**config.mk**
```make
export PLATFORM = sky130hd
export DESIGN_NAME = iss_core
export DESIGN_NICKNAME = d
export VERILOG_FILES = /design/src/include/iss_pkg.sv /design/src/core/iss_core.sv
export SDC_FILE = /design/constraint.sdc
export NUM_CORES = 1
export LEC_CHECK = 0
export ABC_AREA = 1
export BUFFER_PORTS_ARGS = -buffer_cell sky130_fd_sc_hd__buf_2
export CAP_MARGIN = 0
export CELL_PAD_IN_SITES_DETAIL_PLACEMENT = 1
export CELL_PAD_IN_SITES_GLOBAL_PLACEMENT = 2
export CORE_UTILIZATION = 28
export DETAILED_ROUTE_END_ITERATION = 8
export GPL_TIMING_DRIVEN = 0
export PLACE_DENSITY_LB_ADDON = 0.1
export SLEW_MARGIN = 20
export SYNTH_ARGS = -nofsm -noshare
export SYNTH_HDL_FRONTEND = slang
export SYNTH_SLANG_ARGS = --single-unit
```
**constraint.sdc**
```tcl
create_clock -name clk -period 9.55 [get_ports clk]
set_input_delay 2.3875 -clock clk [delete_from_list [all_inputs] [get_ports clk]]
set_output_delay 2.3875 -clock clk [all_outputs]
set_load 0.005 [all_outputs]
```
**src/include/iss_pkg.sv**
```systemverilog
// Constants and carrier types for the interrupt state save unit
package iss_pkg;

	// Special-purpose register numbers
	localparam logic [9:0]  SPR_NC_RET_ADDR  = 10'h01A;
	localparam logic [9:0]  SPR_NC_SAVED     = 10'h01B;
	localparam logic [9:0]  SPR_SYNDROME     = 10'h3D4;
	localparam logic [9:0]  SPR_PREFIX       = 10'h3D6;
	localparam logic [9:0]  SPR_CR_RET_ADDR  = 10'h3DE;
	localparam logic [9:0]  SPR_CR_SAVED     = 10'h3DF;

	// Reset values
	localparam logic [31:0] RST_RET_ADDR     = 32'h0000_0000;
	localparam logic [31:0] RST_SAVED        = 32'h0000_0000;
	localparam logic [31:0] RST_SYNDROME     = 32'h0000_0000;
	localparam logic [31:0] RST_PREFIX       = 32'h0000_0000;
	localparam logic [31:0] RST_READ         = 32'h0000_0000;

	// Field positions as LSB indices; bit n of the register is [31-n]
	localparam int          POS_MCHK_EN      = 12;
	localparam int          POS_INSTR_MCHK   = 31;
	localparam int          POS_ILLEGAL      = 27;
	localparam int          POS_PRIVILEGED   = 26;
	localparam int          POS_TRAP         = 25;
	localparam int          POS_UNIMPL       = 24;
	localparam int          POS_STORE        = 23;
	localparam int          POS_ZONE         = 22;
	localparam int          POS_FLOAT        = 19;
	localparam int          POS_AUX_PROC     = 18;
	localparam int          POS_USER_ATTR    = 15;

	// Writable syndrome bits: the defined and supported ones only
	localparam logic [31:0] SYN_WRITE_MASK   = 32'h8EC0_8000;
	localparam logic [31:0] SYN_UNSUP_MASK   = 32'h010C_0000;
	localparam logic [31:0] PREFIX_MASK      = 32'hFFFF_0000;
	localparam logic [1:0]  WORD_ALIGN_ZERO  = 2'h0;

	typedef enum logic [2:0] {
		IK_NONCRIT     = 3'h0,
		IK_SYSCALL     = 3'h1,
		IK_CRIT_INPUT  = 3'h3,
		IK_MCHECK      = 3'h2,
		IK_WATCHDOG    = 3'h6,
		IK_DEBUG       = 3'h7
	} iss_kind_t;

	typedef struct packed {
		logic illegal;
		logic privileged;
		logic trap;
		logic store;
		logic zone;
		logic fetch_noexec;
		logic user_attr;
		logic instr_mchk;
	} iss_cause_t;

	typedef struct packed {
		logic        take;
		iss_kind_t   kind;
		logic        next_seq;
		logic [31:0] cur_addr;
		logic [31:0] next_addr;
		logic [15:0] offset;
		logic        reports;
		iss_cause_t  cause;
	} iss_exc_t;

	typedef struct packed {
		logic        rd;
		logic        wr;
		logic [9:0]  num;
		logic [31:0] wdata;
	} iss_spr_t;

endpackage

```
**src/core/iss_core.sv**
```systemverilog
// Interrupt state save, vector formation and exception syndrome unit
// Functional notes
// RULE1 - Noncritical interrupt saves interrupted address, low two bits zero.
// RULE2 - Noncritical interrupt copies machine state into its saved state.
// RULE3 - Noncritical return redirects to noncritical return address.
// RULE4 - Noncritical return restores machine state from its saved state.
// RULE5 - Saved address is faulting or next; system call saves the next.
// RULE6 - Critical input, machine check, watchdog and debug use critical pair.
// RULE7 - Critical interrupt saves interrupted address, low two bits zero.
// RULE8 - Watchdog interrupt saves the next sequential address.
// RULE9 - Critical interrupt copies machine state into critical saved state.
// RULE10 - Critical return redirects and restores state from critical pair.
// RULE11 - Noncritical pair are special registers 26 and 27, read/write.
// RULE12 - Critical pair are special registers 990 and 991, read/write.
// RULE13 - Handler address is prefix upper half above 16-bit offset.
// RULE14 - Prefix register is special register 982, read/write.
// RULE15 - Syndrome flags illegal, privileged and trap at bits 4, 5, 6.
// RULE16 - Syndrome bit 8 flags store-type data storage or TLB miss.
// RULE17 - Syndrome bit 9 flags zone violation, zero for non-exec fetch.
// RULE18 - Syndrome bit 16 flags user attribute protection violation.
// RULE19 - Unimplemented, float and auxiliary syndrome bits never set.
// RULE20 - A reporting exception sets its bit and clears all others.
// RULE21 - With checks disabled, instruction machine-check bit stays set.
// RULE22 - With checks enabled, machine check sets bit 0 only.
// RULE23 - Syndrome register is special register 980, read/write.
// RULE24 - Machine-check enable is machine-state bit 19.
`timescale 1ns/1ps
module iss_core
	import iss_pkg::*;
(
	input  wire logic           clk,
	input  wire logic           rst,
	input  wire iss_pkg::iss_exc_t exc,
	input  wire logic [31:0]    msr_in,
	input  wire logic           rfi,
	input  wire logic           rfci,
	input  wire iss_pkg::iss_spr_t special_purpose_register,
	output logic [31:0]         spr_rdata,
	output logic                spr_ack,
	output logic                vector_valid,
	output logic [31:0]         vector_addr,
	output logic                redirect_valid,
	output logic [31:0]         redirect_addr,
	output logic [31:0]         msr_restore
);
	import iss_pkg::*;

	logic [31:0] nc_ret_addr;
	logic [31:0] nc_saved;
	logic [31:0] cr_ret_addr;
	logic [31:0] cr_saved;
	logic [31:0] syndrome;
	logic [31:0] prefix;

	wire         is_crit;
	wire         use_next;
	wire [31:0]  raw_addr;
	wire [31:0]  save_addr;
	wire         take_nc;
	wire         take_cr;
	wire         mchk_en;
	wire         syn_upd;
	wire [31:0]  syn_event;
	wire [31:0]  syn_other;
	wire [31:0]  next_syndrome;
	wire [31:0]  syn_wr_val;
	wire         wr_nc_addr;
	wire         wr_nc_saved;
	wire         wr_cr_addr;
	wire         wr_cr_saved;
	wire         wr_syn;
	wire         wr_prefix;
	logic [31:0] next_rdata;

	// RULE6 critical class select
	assign is_crit  = exc.kind == IK_CRIT_INPUT || exc.kind == IK_MCHECK ||
			  exc.kind == IK_WATCHDOG || exc.kind == IK_DEBUG;
	assign take_nc  = exc.take && !is_crit;
	assign take_cr  = exc.take && is_crit;

	// RULE5 RULE8 next address selection
	assign use_next = exc.next_seq || exc.kind == IK_SYSCALL ||
			  exc.kind == IK_WATCHDOG;
	assign raw_addr = use_next ? exc.next_addr : exc.cur_addr;
	// RULE1 RULE7 word alignment
	assign save_addr = {raw_addr[31:2], WORD_ALIGN_ZERO};

	// RULE24 enable bit of machine state
	assign mchk_en  = msr_in[POS_MCHK_EN];

	assign wr_nc_addr  = special_purpose_register.wr && special_purpose_register.num == SPR_NC_RET_ADDR;
	assign wr_nc_saved = special_purpose_register.wr && special_purpose_register.num == SPR_NC_SAVED;
	assign wr_cr_addr  = special_purpose_register.wr && special_purpose_register.num == SPR_CR_RET_ADDR;
	assign wr_cr_saved = special_purpose_register.wr && special_purpose_register.num == SPR_CR_SAVED;
	assign wr_syn      = special_purpose_register.wr && special_purpose_register.num == SPR_SYNDROME;
	assign wr_prefix   = special_purpose_register.wr && special_purpose_register.num == SPR_PREFIX;

	// RULE15 RULE16 RULE17 RULE18 RULE19 cause flags into syndrome
	assign syn_other = (32'h0000_0001 << POS_USER_ATTR) &
			   {32{exc.cause.user_attr}} |
			   (32'h0000_0001 << POS_ILLEGAL) &
			   {32{exc.cause.illegal}} |
			   (32'h0000_0001 << POS_PRIVILEGED) &
			   {32{exc.cause.privileged}} |
			   (32'h0000_0001 << POS_TRAP) &
			   {32{exc.cause.trap}} |
			   (32'h0000_0001 << POS_STORE) &
			   {32{exc.cause.store}} |
			   (32'h0000_0001 << POS_ZONE) &
			   {32{exc.cause.zone && !exc.cause.fetch_noexec}};

	// RULE20 RULE21 RULE22 syndrome replaced by cause flags, or by bit 0 alone on enabled machine check, with machine-check retention
	assign syn_event = exc.cause.instr_mchk && mchk_en ?
			   (32'h0000_0001 << POS_INSTR_MCHK) :
			   syn_other |
			   ((32'h0000_0001 << POS_INSTR_MCHK) &
			    {32{exc.cause.instr_mchk ||
				(!mchk_en && syndrome[POS_INSTR_MCHK])}});
	assign syn_upd    = exc.take && exc.reports;
	assign syn_wr_val = special_purpose_register.wdata & SYN_WRITE_MASK;
	// Hardware update wins over a software write in the same cycle
	assign next_syndrome = syn_upd ? syn_event :
			       wr_syn ? syn_wr_val : syndrome;

	// RULE11 RULE12 RULE14 RULE23 special register read decode
	always_comb begin
		case (special_purpose_register.num)
		SPR_NC_RET_ADDR: next_rdata = nc_ret_addr;
		SPR_NC_SAVED:    next_rdata = nc_saved;
		SPR_CR_RET_ADDR: next_rdata = cr_ret_addr;
		SPR_CR_SAVED:    next_rdata = cr_saved;
		SPR_SYNDROME:    next_rdata = syndrome;
		SPR_PREFIX:      next_rdata = prefix;
		default:         next_rdata = RST_READ;
		endcase
	end

	// RULE1 RULE2 RULE11 noncritical pair
	always_ff @(posedge clk or posedge rst) begin
		if (rst) begin
			nc_ret_addr <= RST_RET_ADDR;
			nc_saved    <= RST_SAVED;
		end else if (take_nc) begin
			nc_ret_addr <= save_addr;
			nc_saved    <= msr_in;
		end else begin
			if (wr_nc_addr)
				nc_ret_addr <= special_purpose_register.wdata;
			if (wr_nc_saved)
				nc_saved <= special_purpose_register.wdata;
		end
	end

	// RULE7 RULE9 RULE12 critical pair
	always_ff @(posedge clk or posedge rst) begin
		if (rst) begin
			cr_ret_addr <= RST_RET_ADDR;
			cr_saved    <= RST_SAVED;
		end else if (take_cr) begin
			cr_ret_addr <= save_addr;
			cr_saved    <= msr_in;
		end else begin
			if (wr_cr_addr)
				cr_ret_addr <= special_purpose_register.wdata;
			if (wr_cr_saved)
				cr_saved <= special_purpose_register.wdata;
		end
	end

	// RULE14 RULE23 prefix and syndrome storage
	always_ff @(posedge clk or posedge rst) begin
		if (rst) begin
			prefix   <= RST_PREFIX;
			syndrome <= RST_SYNDROME;
		end else begin
			syndrome <= next_syndrome;
			if (wr_prefix)
				prefix <= special_purpose_register.wdata & PREFIX_MASK;
		end
	end

	// RULE13 handler address formation
	always_ff @(posedge clk or posedge rst) begin
		if (rst) begin
			vector_valid <= 1'b0;
			vector_addr  <= RST_RET_ADDR;
		end else begin
			vector_valid <= exc.take;
			if (exc.take)
				vector_addr <= {prefix[31:16], exc.offset};
		end
	end

	// RULE3 RULE4 RULE10 return redirect and state restore
	always_ff @(posedge clk or posedge rst) begin
		if (rst) begin
			redirect_valid <= 1'b0;
			redirect_addr  <= RST_RET_ADDR;
			msr_restore    <= RST_SAVED;
		end else begin
			redirect_valid <= rfi || rfci;
			if (rfci) begin
				redirect_addr <= cr_ret_addr;
				msr_restore   <= cr_saved;
			end else if (rfi) begin
				redirect_addr <= nc_ret_addr;
				msr_restore   <= nc_saved;
			end
		end
	end

	always_ff @(posedge clk or posedge rst) begin
		if (rst) begin
			spr_ack   <= 1'b0;
			spr_rdata <= RST_READ;
		end else begin
			spr_ack <= special_purpose_register.rd || special_purpose_register.wr;
			if (special_purpose_register.rd)
				spr_rdata <= next_rdata;
		end
	end

	nc_addr_a: assert property (@(posedge clk) disable iff (rst) // RULE1
		take_nc |=> nc_ret_addr == $past(save_addr) &&
			nc_ret_addr[1:0] == 2'h0)
		else $error("noncritical return address not saved");

	nc_state_a: assert property (@(posedge clk) disable iff (rst) // RULE2
		take_nc |=> nc_saved == $past(msr_in) &&
			($stable(cr_saved) || $past(wr_cr_saved)))
		else $error("noncritical saved state not copied");

	sc_next_a: assert property (@(posedge clk) disable iff (rst) // RULE5
		exc.take && exc.kind == IK_SYSCALL |=>
			nc_ret_addr[31:2] == $past(exc.next_addr[31:2]))
		else $error("system call did not save next address");

	crit_pair_a: assert property (@(posedge clk) disable iff (rst) // RULE6
		take_cr |=> ($stable(nc_ret_addr) || $past(wr_nc_addr)) &&
			($stable(nc_saved) || $past(wr_nc_saved)))
		else $error("critical interrupt touched noncritical pair");

	cr_save_a: assert property (@(posedge clk) disable iff (rst) // RULE9
		take_cr |=> cr_saved == $past(msr_in) &&
			cr_ret_addr == $past(save_addr))
		else $error("critical pair not saved");

	wd_next_a: assert property (@(posedge clk) disable iff (rst) // RULE8
		exc.take && exc.kind == IK_WATCHDOG |=>
			cr_ret_addr[31:2] == $past(exc.next_addr[31:2]))
		else $error("watchdog did not save next address");

	rfi_ret_a: assert property (@(posedge clk) disable iff (rst) // RULE4
		rfi && !rfci |=> redirect_valid &&
			redirect_addr == $past(nc_ret_addr) &&
			msr_restore == $past(nc_saved))
		else $error("noncritical return wrong");

	rfci_ret_a: assert property (@(posedge clk) disable iff (rst) // RULE10
		rfci |=> redirect_valid && redirect_addr == $past(cr_ret_addr)
			&& msr_restore == $past(cr_saved))
		else $error("critical return wrong");

	vec_addr_a: assert property (@(posedge clk) disable iff (rst) // RULE13
		exc.take |=> vector_valid && vector_addr[15:0] ==
			$past(exc.offset) && vector_addr[31:16] ==
			$past(prefix[31:16]))
		else $error("handler address wrong");

	mchk_only_a: assert property (@(posedge clk) disable iff (rst) // RULE22
		syn_upd && mchk_en && exc.cause.instr_mchk |=>
			syndrome == 32'h8000_0000)
		else $error("machine check did not clear other bits");

	mchk_keep_a: assert property (@(posedge clk) disable iff (rst) // RULE21
		syn_upd && !mchk_en && syndrome[POS_INSTR_MCHK] |=>
			syndrome[POS_INSTR_MCHK])
		else $error("machine check record lost");

	unsup_zero_a: assert property (@(posedge clk) disable iff (rst) // RULE19
		(syndrome & SYN_UNSUP_MASK) == 32'h0000_0000)
		else $error("unsupported syndrome bit set");

	illegal_one_a: assert property (@(posedge clk) disable iff (rst) // RULE20
		syn_upd && exc.cause == 8'h80 |=>
			syndrome == {$past(!mchk_en && syndrome[POS_INSTR_MCHK]),
				     31'h0800_0000})
		else $error("illegal instruction syndrome wrong");

	prefix_rd_a: assert property (@(posedge clk) disable iff (rst) // RULE14
		special_purpose_register.rd && special_purpose_register.num == SPR_PREFIX |=>
			spr_rdata == $past(prefix) && spr_rdata[15:0] == 16'h0)
		else $error("prefix read wrong");

	cr_read_a: assert property (@(posedge clk) disable iff (rst) // RULE12
		special_purpose_register.rd && special_purpose_register.num == SPR_CR_RET_ADDR |=>
			spr_rdata == $past(cr_ret_addr))
		else $error("critical return address read wrong");

	spr_ack_a: assert property (@(posedge clk) disable iff (rst) // RULE11
		special_purpose_register.rd || special_purpose_register.wr |=> spr_ack)
		else $error("special register access not acknowledged");

	store_flag_a: assert property (@(posedge clk) disable iff (rst) // RULE16
		syn_upd && exc.cause.store && !(mchk_en &&
			exc.cause.instr_mchk) |=> syndrome[POS_STORE])
		else $error("store syndrome flag not set");

	zone_fetch_a: assert property (@(posedge clk) disable iff (rst) // RULE17
		syn_upd && exc.cause.fetch_noexec |=> !syndrome[POS_ZONE])
		else $error("zone flag set on non-executable fetch");

	user_flag_a: assert property (@(posedge clk) disable iff (rst) // RULE18
		syn_upd && exc.cause.user_attr && !(mchk_en &&
			exc.cause.instr_mchk) |=> syndrome[POS_USER_ATTR])
		else $error("user attribute syndrome flag not set");
endmodule

```
==> flow_metrics.tcl, run 1 <==
set metrics [dict create \
    rr_startpoint "cr_saved[5]$_DFFE_PP0P_" \
    postCtsResizedCells 0 \
    postCtsSetupBuffers 0 \
    grt_pass1_vias 15300 \
    cts_hold_buf 0 \
    fin_area_mm2 0.0177 \
    post-place-ws_ps 4800 \
    rows 81 \
    period_share 0.440 \
    utilization 0.360 \
    r2r_cells 4 \
    max_cap_viol_count 0 \
    r2r_setup_slack_ps 8320 \
    antenna_left 0 \
    synth_edf_count 0 \
    vias_per_cell 5.17 \
    holdPathEnd "vector_addr[8]$_DFFE_PP0P_" \
    cts_tree "done" \
    io_buffer_count 299 \
    hpwlAfterDp_mm 52.3 \
    clk-insertion-delay-late_ps 550 \
    synth_warnings 0 \
    period_needed_ps 4200 \
    cp_data_required_time_ps 10020 \
    crit_top_cell "o21ai_0" \
    synth-seq-cells 282 \
    yosysSeqAreaShare 0.503 \
    area_growth_pct 26.2 \
    critPathLaunchType "input pin" \
    cpPeakStageDelay_ps 580 \
    grt_first_pass_wirelength_mm 103 \
    grtUsageMet1 0.378 \
    cp.arrival_ps 4680 \
    rsz0062_at_grt "no" \
    drt_pass1_iterations 5 \
    die_w_um 226 \
    mappedNetlistArea_mm2 0.0140 \
    grtUsageTotal 0.282 \
    status "complete, no violations" \
    multi_input_area_mm2 0.00581 \
    antenna_found_initial 0 \
    met3_usage 0.0402 \
    die-height_um 226 \
    tightest_slew_ps 1020 \
    coreArea_mm2 0.0492 \
    drcViolationCount 0 \
    worstSetupPathType "input pin to flop" \
    cts_sinks 282 \
    ir_drop_mv 0.0993 \
    dieArea_mm2 0.0510 \
    drive_above_1_share 0.195 \
    vias 14700 \
    start_util 0.285 \
    use_met2 0.457 \
    crit_start "special_purpose_register[41]" \
    grt.overflow.total 0 \
    skew_ps 13.5 \
    synthArstFlopShare 1.00 \
    hp-start "vector_addr[8]$_DFFE_PP0P_" \
    relSlewSlack 0.318 \
    power_density_mw_per_mm2 184 \
    numCtsBuffers 36 \
    cp_cell_sequence "buf_2, nor2_2, nand3_1, clkbuf_1, o21ai_0, o21ai_0, nand2_1" \
    synth_cell_types 27 \
    drt_iter0_drc 1224 \
    clockBufferDepth 3 \
    nets 2338 \
    avgSynthCellArea_um2 7.72 \
    h-tree-depth 2 \
    end_kind "flop" \
    p_leak_nw 8.86 \
    worst_r2r_endpoint "spr_rdata[5]$_DFFE_PP0P_" \
    syn-num-nets 1990 \
    hp-class "flop to flop" \
    netlist_instances 1816 \
    ys.flop_type "dfrtp_1" \
    io_pins 305 \
    place_area_mm2 0.0166 \
    clk_pin_slew_ps 60 \
    gp_congestion 0.865 \
    hold_viol 0 \
    fill_cells 6051 \
    seqCellArea_mm2 0.00706 \
    post_drt_wl_per_cell_um 24.8 \
    crit_path_max_fanout 10 \
    min_path_cells 2 \
    post-route-worst-setup-slack_ps 5350 \
    grt_busiest_layer "met2" \
    finalSetupViolations 0 \
    cts_root_buf "clkbuf_16" \
    drv_slew 0 \
    grt_start_max_net_pins 31 \
    crit_path_top_delay_cell "nand3_1" \
    finalSetupTns_ps 0 \
    max_freq_mhz 238 \
    wl_mm 70.8 \
]
worst max-delay path, delay by kind of cell:
family | cells | cell delay (ps)
AO/OA/AOI/OAI | 2 | 490
buffers and inverters | 2 | 580
AND/OR/NAND/NOR | 3 | 1200
synthesized netlist by cell type (2+ instances only):
library cell	number	area, um2
a31oi_1	50	313
inv_1	160	601
nand3_2	2	20.0
buf_1	13	48.8
o21ai_0	111	556
o21ai_1	6	30.0
nor2_1	211	792
nand4_1	76	475
a21oi_1	32	160
buf_4	2	15.0
o22ai_1	64	400
nand3_1	85	425
dfrtp_1	282	7060
inv_2	7	26.3
nor2_4	2	22.5
buf_2	38	190
o211ai_1	74	556
clkbuf_1	70	263
nand2_1	515	1930
nand2_2	4	25.0
nor2_2	6	37.5
cells in the final DEF (no fill, tap or decap), types with 7 or more instances in the layout:
cell type	netlist	layout
buf_12	0	9
nand2_1	515	515
o21ai_0	111	111
buf_1	13	13
o22ai_1	64	64
o211ai_1	74	74
clkbuf_8	0	8
inv_1	160	159
clkbuf_1	70	80
nand4_1	76	76
nand3_1	85	85
clkbuf_16	0	37
buf_2	38	337
a31oi_1	50	50
nor2_1	211	211
a21oi_1	32	32
dfrtp_1	282	282
inv_2	7	7
worst max path at each step:
stage	endpoint	slack [ps]	depth (start not counted)
4_1_cts	spr_rdata[8]$_DFFE_PP0P_	5390	7
5_1_grt	spr_rdata[8]$_DFFE_PP0P_	5270	7
3_3_place_gp	vector_addr[17]$_DFFE_PP0P_	1190	2
3_5_place_dp	spr_rdata[5]$_DFFE_PP0P_	4800	7
2_1_floorplan	cr_ret_addr[0]$_DFFE_PP0P_	3430	1
6_report	spr_rdata[8]$_DFFE_PP0P_	5350	7
cell type report:
cell class / instances / area share
timing repair buffer: 310 / 0.0979
sequential: 282 / 0.399
multi-input combinational: 1243 / 0.328
inverter: 167 / 0.0356
buffer: 124 / 0.0298
clock inverter: 6 / 0.00170
tap: 664 / 0.0470
antenna: 1 / 0.000141
clock buffer: 55 / 0.0607
sequential cells by signal (all words and copies together), names as in the netlist:
name / flops
redirect_addr: 32
vector_valid: 1
prefix: 16
msr_restore: 32
cr_saved: 32
spr_ack: 1
nc_saved: 32
spr_rdata: 32
vector_addr: 32
nc_ret_addr: 32
syndrome: 7
redirect_valid: 1
cr_ret_addr: 32
where the power goes:
group / leakage, nW / switching, mW / internal (mW)
clock: 0.549 / 0.550 / 0.770
sequential: 3.54 / 0.101 / 1.32
combinational: 4.77 / 0.329 / 0.180
total: 8.86 / 0.980 / 2.27
metal layers:
metal / vias up / part of all wire
li1: 6709 / -
met1: 7422 / 0.44
met2: 499 / 0.46
met3: 117 / 0.052
met4: 0 / 0.039
met5: - / 0
through the flow:
stage / instances / power [mW] / hold slack [ps]
after floorplan: 1816 / 1.67 / 453
after global routing: 2851 / 3.39 / 488
after detailed placement: 2790 / 1.96 / 456
after global placement: 2779 / 1.93 / 451
after CTS: 2851 / 3.29 / 470
final: 2852 / 3.25 / 463
cells by family after synthesis:
group / synth area share
flip-flops: 0.503
buffers and inverters: 0.0824
AND/OR/NAND/NOR: 0.270
AO/OA/AOI/OAI: 0.144
(Power assumes the default switching activity.)
==> inputs of run 2 (changes only) <==
--- a/config.mk
+++ b/config.mk
@@ -5,12 +5,12 @@
 export SDC_FILE = /design/constraint.sdc
 export NUM_CORES = 1
 export LEC_CHECK = 0
-export ABC_AREA = 1
+export ABC_AREA = 0
 export BUFFER_PORTS_ARGS = -buffer_cell sky130_fd_sc_hd__buf_2
 export CAP_MARGIN = 0
 export CELL_PAD_IN_SITES_DETAIL_PLACEMENT = 1
 export CELL_PAD_IN_SITES_GLOBAL_PLACEMENT = 2
-export CORE_UTILIZATION = 28
+export CORE_UTILIZATION = 31
 export DETAILED_ROUTE_END_ITERATION = 8
 export GPL_TIMING_DRIVEN = 0
 export PLACE_DENSITY_LB_ADDON = 0.1
==> constraint.sdc (replaced) <==
create_clock -name clk -period 3.5 [get_ports clk]
set_input_delay 0.875 -clock clk [delete_from_list [all_inputs] [get_ports clk]]
set_output_delay 0.875 -clock clk [all_outputs]
set_load 0.005 [all_outputs]
==> flow_metrics.tcl, run 2 <==
set metrics [dict create \
    post-place-ws_ps -196 \
    io_buffer_count 297 \
    critPathLaunchType "input pin" \
    p_leak_nw 8.11 \
    io_pins 305 \
    drive_above_1_share 0.300 \
    status "complete, no violations" \
    skew_ps 11.7 \
    grt_start_max_net_pins 32 \
    clockBufferDepth 3 \
    fin_area_mm2 0.0175 \
    clk_pin_slew_ps 60 \
    synth_edf_count 0 \
    synth_cell_types 51 \
    period_share 0.888 \
    drt_iter0_drc 923 \
    tightest_slew_ps 1180 \
    grt_pass1_vias 12800 \
    worstSetupPathType "input pin to flop" \
    nets 1800 \
    synth_warnings 0 \
    cp_data_required_time_ps 3950 \
    post_drt_wl_per_cell_um 26.6 \
    finalSetupViolations 0 \
    rr_startpoint "nc_saved[8]$_DFFE_PP0P_" \
    postCtsResizedCells 0 \
    yosys.area.top_type "dfrtp_1" \
    vias 12000 \
    ys.flop_type "dfrtp_1" \
    drcViolationCount 0 \
    avgSynthCellArea_um2 10.8 \
    coreArea_mm2 0.0441 \
    cts_sinks 282 \
    grtUsageTotal 0.264 \
    cp.arrival_ps 3550 \
    post-route-worst-setup-slack_ps 392 \
    h-tree-depth 2 \
    die_w_um 213 \
    numCtsBuffers 36 \
    dieArea_mm2 0.0455 \
    area_growth_pct 26.6 \
    start_util 0.314 \
    crit_path_max_fanout 10 \
    synth_top_cell_area_share 0.510 \
    final_cell_mix "buf_2 (313), dfrtp_1 (282), mux2i_1 (220)" \
    synthArstFlopShare 1.00 \
    grt.overflow.total 0 \
    r2r_cells 3 \
    seqCellArea_mm2 0.00706 \
    worst_r2r_endpoint "spr_rdata[8]$_DFFE_PP0P_" \
    antenna_left 0 \
    vias_per_cell 5.33 \
    netlist_instances 1281 \
    wl_mm 59.8 \
    hold_viol 0 \
    dp.cells 2180 \
    cts_root_buf "clkbuf_16" \
    end_kind "flop" \
    rsz0062_at_grt "no" \
    ir_drop_mv 0.249 \
    power_mw 9.17 \
    drt_pass1_iterations 6 \
    max_freq_mhz 322 \
    grt_first_pass_wirelength_mm 85.9 \
    synth_top_cells_by_count "dfrtp_1 (282), mux2i_1 (220), nand2_1 (139)" \
    hpwlAfterDp_mm 42.2 \
    r2r_setup_slack_ps 2170 \
    fill_cells 5073 \
    die-height_um 213 \
    yosysSeqAreaShare 0.510 \
    drv_slew 0 \
    finalNonFillerCells 2249 \
    max_cap_viol_count 0 \
    clk-insertion-delay-late_ps 540 \
    multi_input_area_mm2 0.00622 \
    place_area_mm2 0.0163 \
    synth_area_leaders "dfrtp_1 (51%), mux2i_1 (16%), mux2_2 (7.3%)" \
    crit_start "special_purpose_register[37]" \
    rows 77 \
    period_needed_ps 3110 \
    syn-num-nets 1455 \
    mappedNetlistArea_mm2 0.0138 \
    utilization 0.397 \
    postCtsSetupBuffers 0 \
    power_density_mw_per_mm2 523 \
    gp_congestion 0.836 \
    final_common_cell "buf_2" \
    relSlewSlack 0.213 \
    hp-class "input pin to asynchronous set/reset pin" \
    antenna_found_initial 4 \
    cts_tree "done" \
    cts_hold_buf 0 \
    synth_most_common_cell "dfrtp_1" \
    synth-seq-cells 282 \
]
## run 2: through the flow
stage	hold WS (ps)	setup TNS, ps
after floorplan	450	-313100
after global placement	465	-937450
after detailed placement	480	-2570
after CTS	361	0
final	369	0
after global routing	399	0
## run 2: critical path: stages
cell and delay [ps]:
buf_2 130, nand4b_1 220, buf_1 310, nor4_2 940, clkbuf_1 700, a222oi_1 210, o22ai_1 170
## run 2: layout make-up
cell class                 count  share of cell area
antenna                        5            0.000714
buffer                       103              0.0263
clock buffer                  57              0.0645
clock inverter                 7             0.00507
inverter                      31             0.00685
multi-input combinational    865               0.355
sequential                   282               0.403
tap                          592              0.0422
timing repair buffer         307              0.0971
## run 2: cells by family (layout without fill, tap and decap cells)
kind of cell           after synthesis  count (layout)  synth area share
AOI/OAI and AO/OA                  253             253             0.116
buffers and inverters              134             505            0.0416
DFF                                282             282             0.510
muxes                              310             310             0.232
other                                0               5                 0
and+or+nand+nor                    302             302             0.101
## run 2: how the worst max path moves through the flow
stage,to,slack (ps),cells after the start
2_1_floorplan,cr_ret_addr[0]$_DFFE_PP0P_,-1110,1
6_report,spr_rdata[8]$_DFFE_PP0P_,390,7
3_5_place_dp,spr_rdata[14]$_DFFE_PP0P_,-200,7
4_1_cts,spr_rdata[14]$_DFFE_PP0P_,390,7
5_1_grt,spr_rdata[14]$_DFFE_PP0P_,230,7
3_3_place_gp,vector_addr[11]$_DFFE_PP0P_,-3350,2
## run 2: report_power, final
group	internal, mW	leakage (nW)	switching, mW
sequential	3.65	3.41	0.318
clock	2.36	0.606	1.50
combinational	0.600	4.09	0.752
## run 2: metal layers
layer / GRT usage / part of all wire / wire length, um / up-vias
met3: 0.0508 / 0.057 / 3410 / 93
met1: 0.353 / 0.45 / 26700 / 6165
met5: 0 / 0 / 0 / -
met4: 0.0931 / 0.028 / 1680 / 0
met2: 0.426 / 0.47 / 28000 / 367
li1: - / - / - / 5353
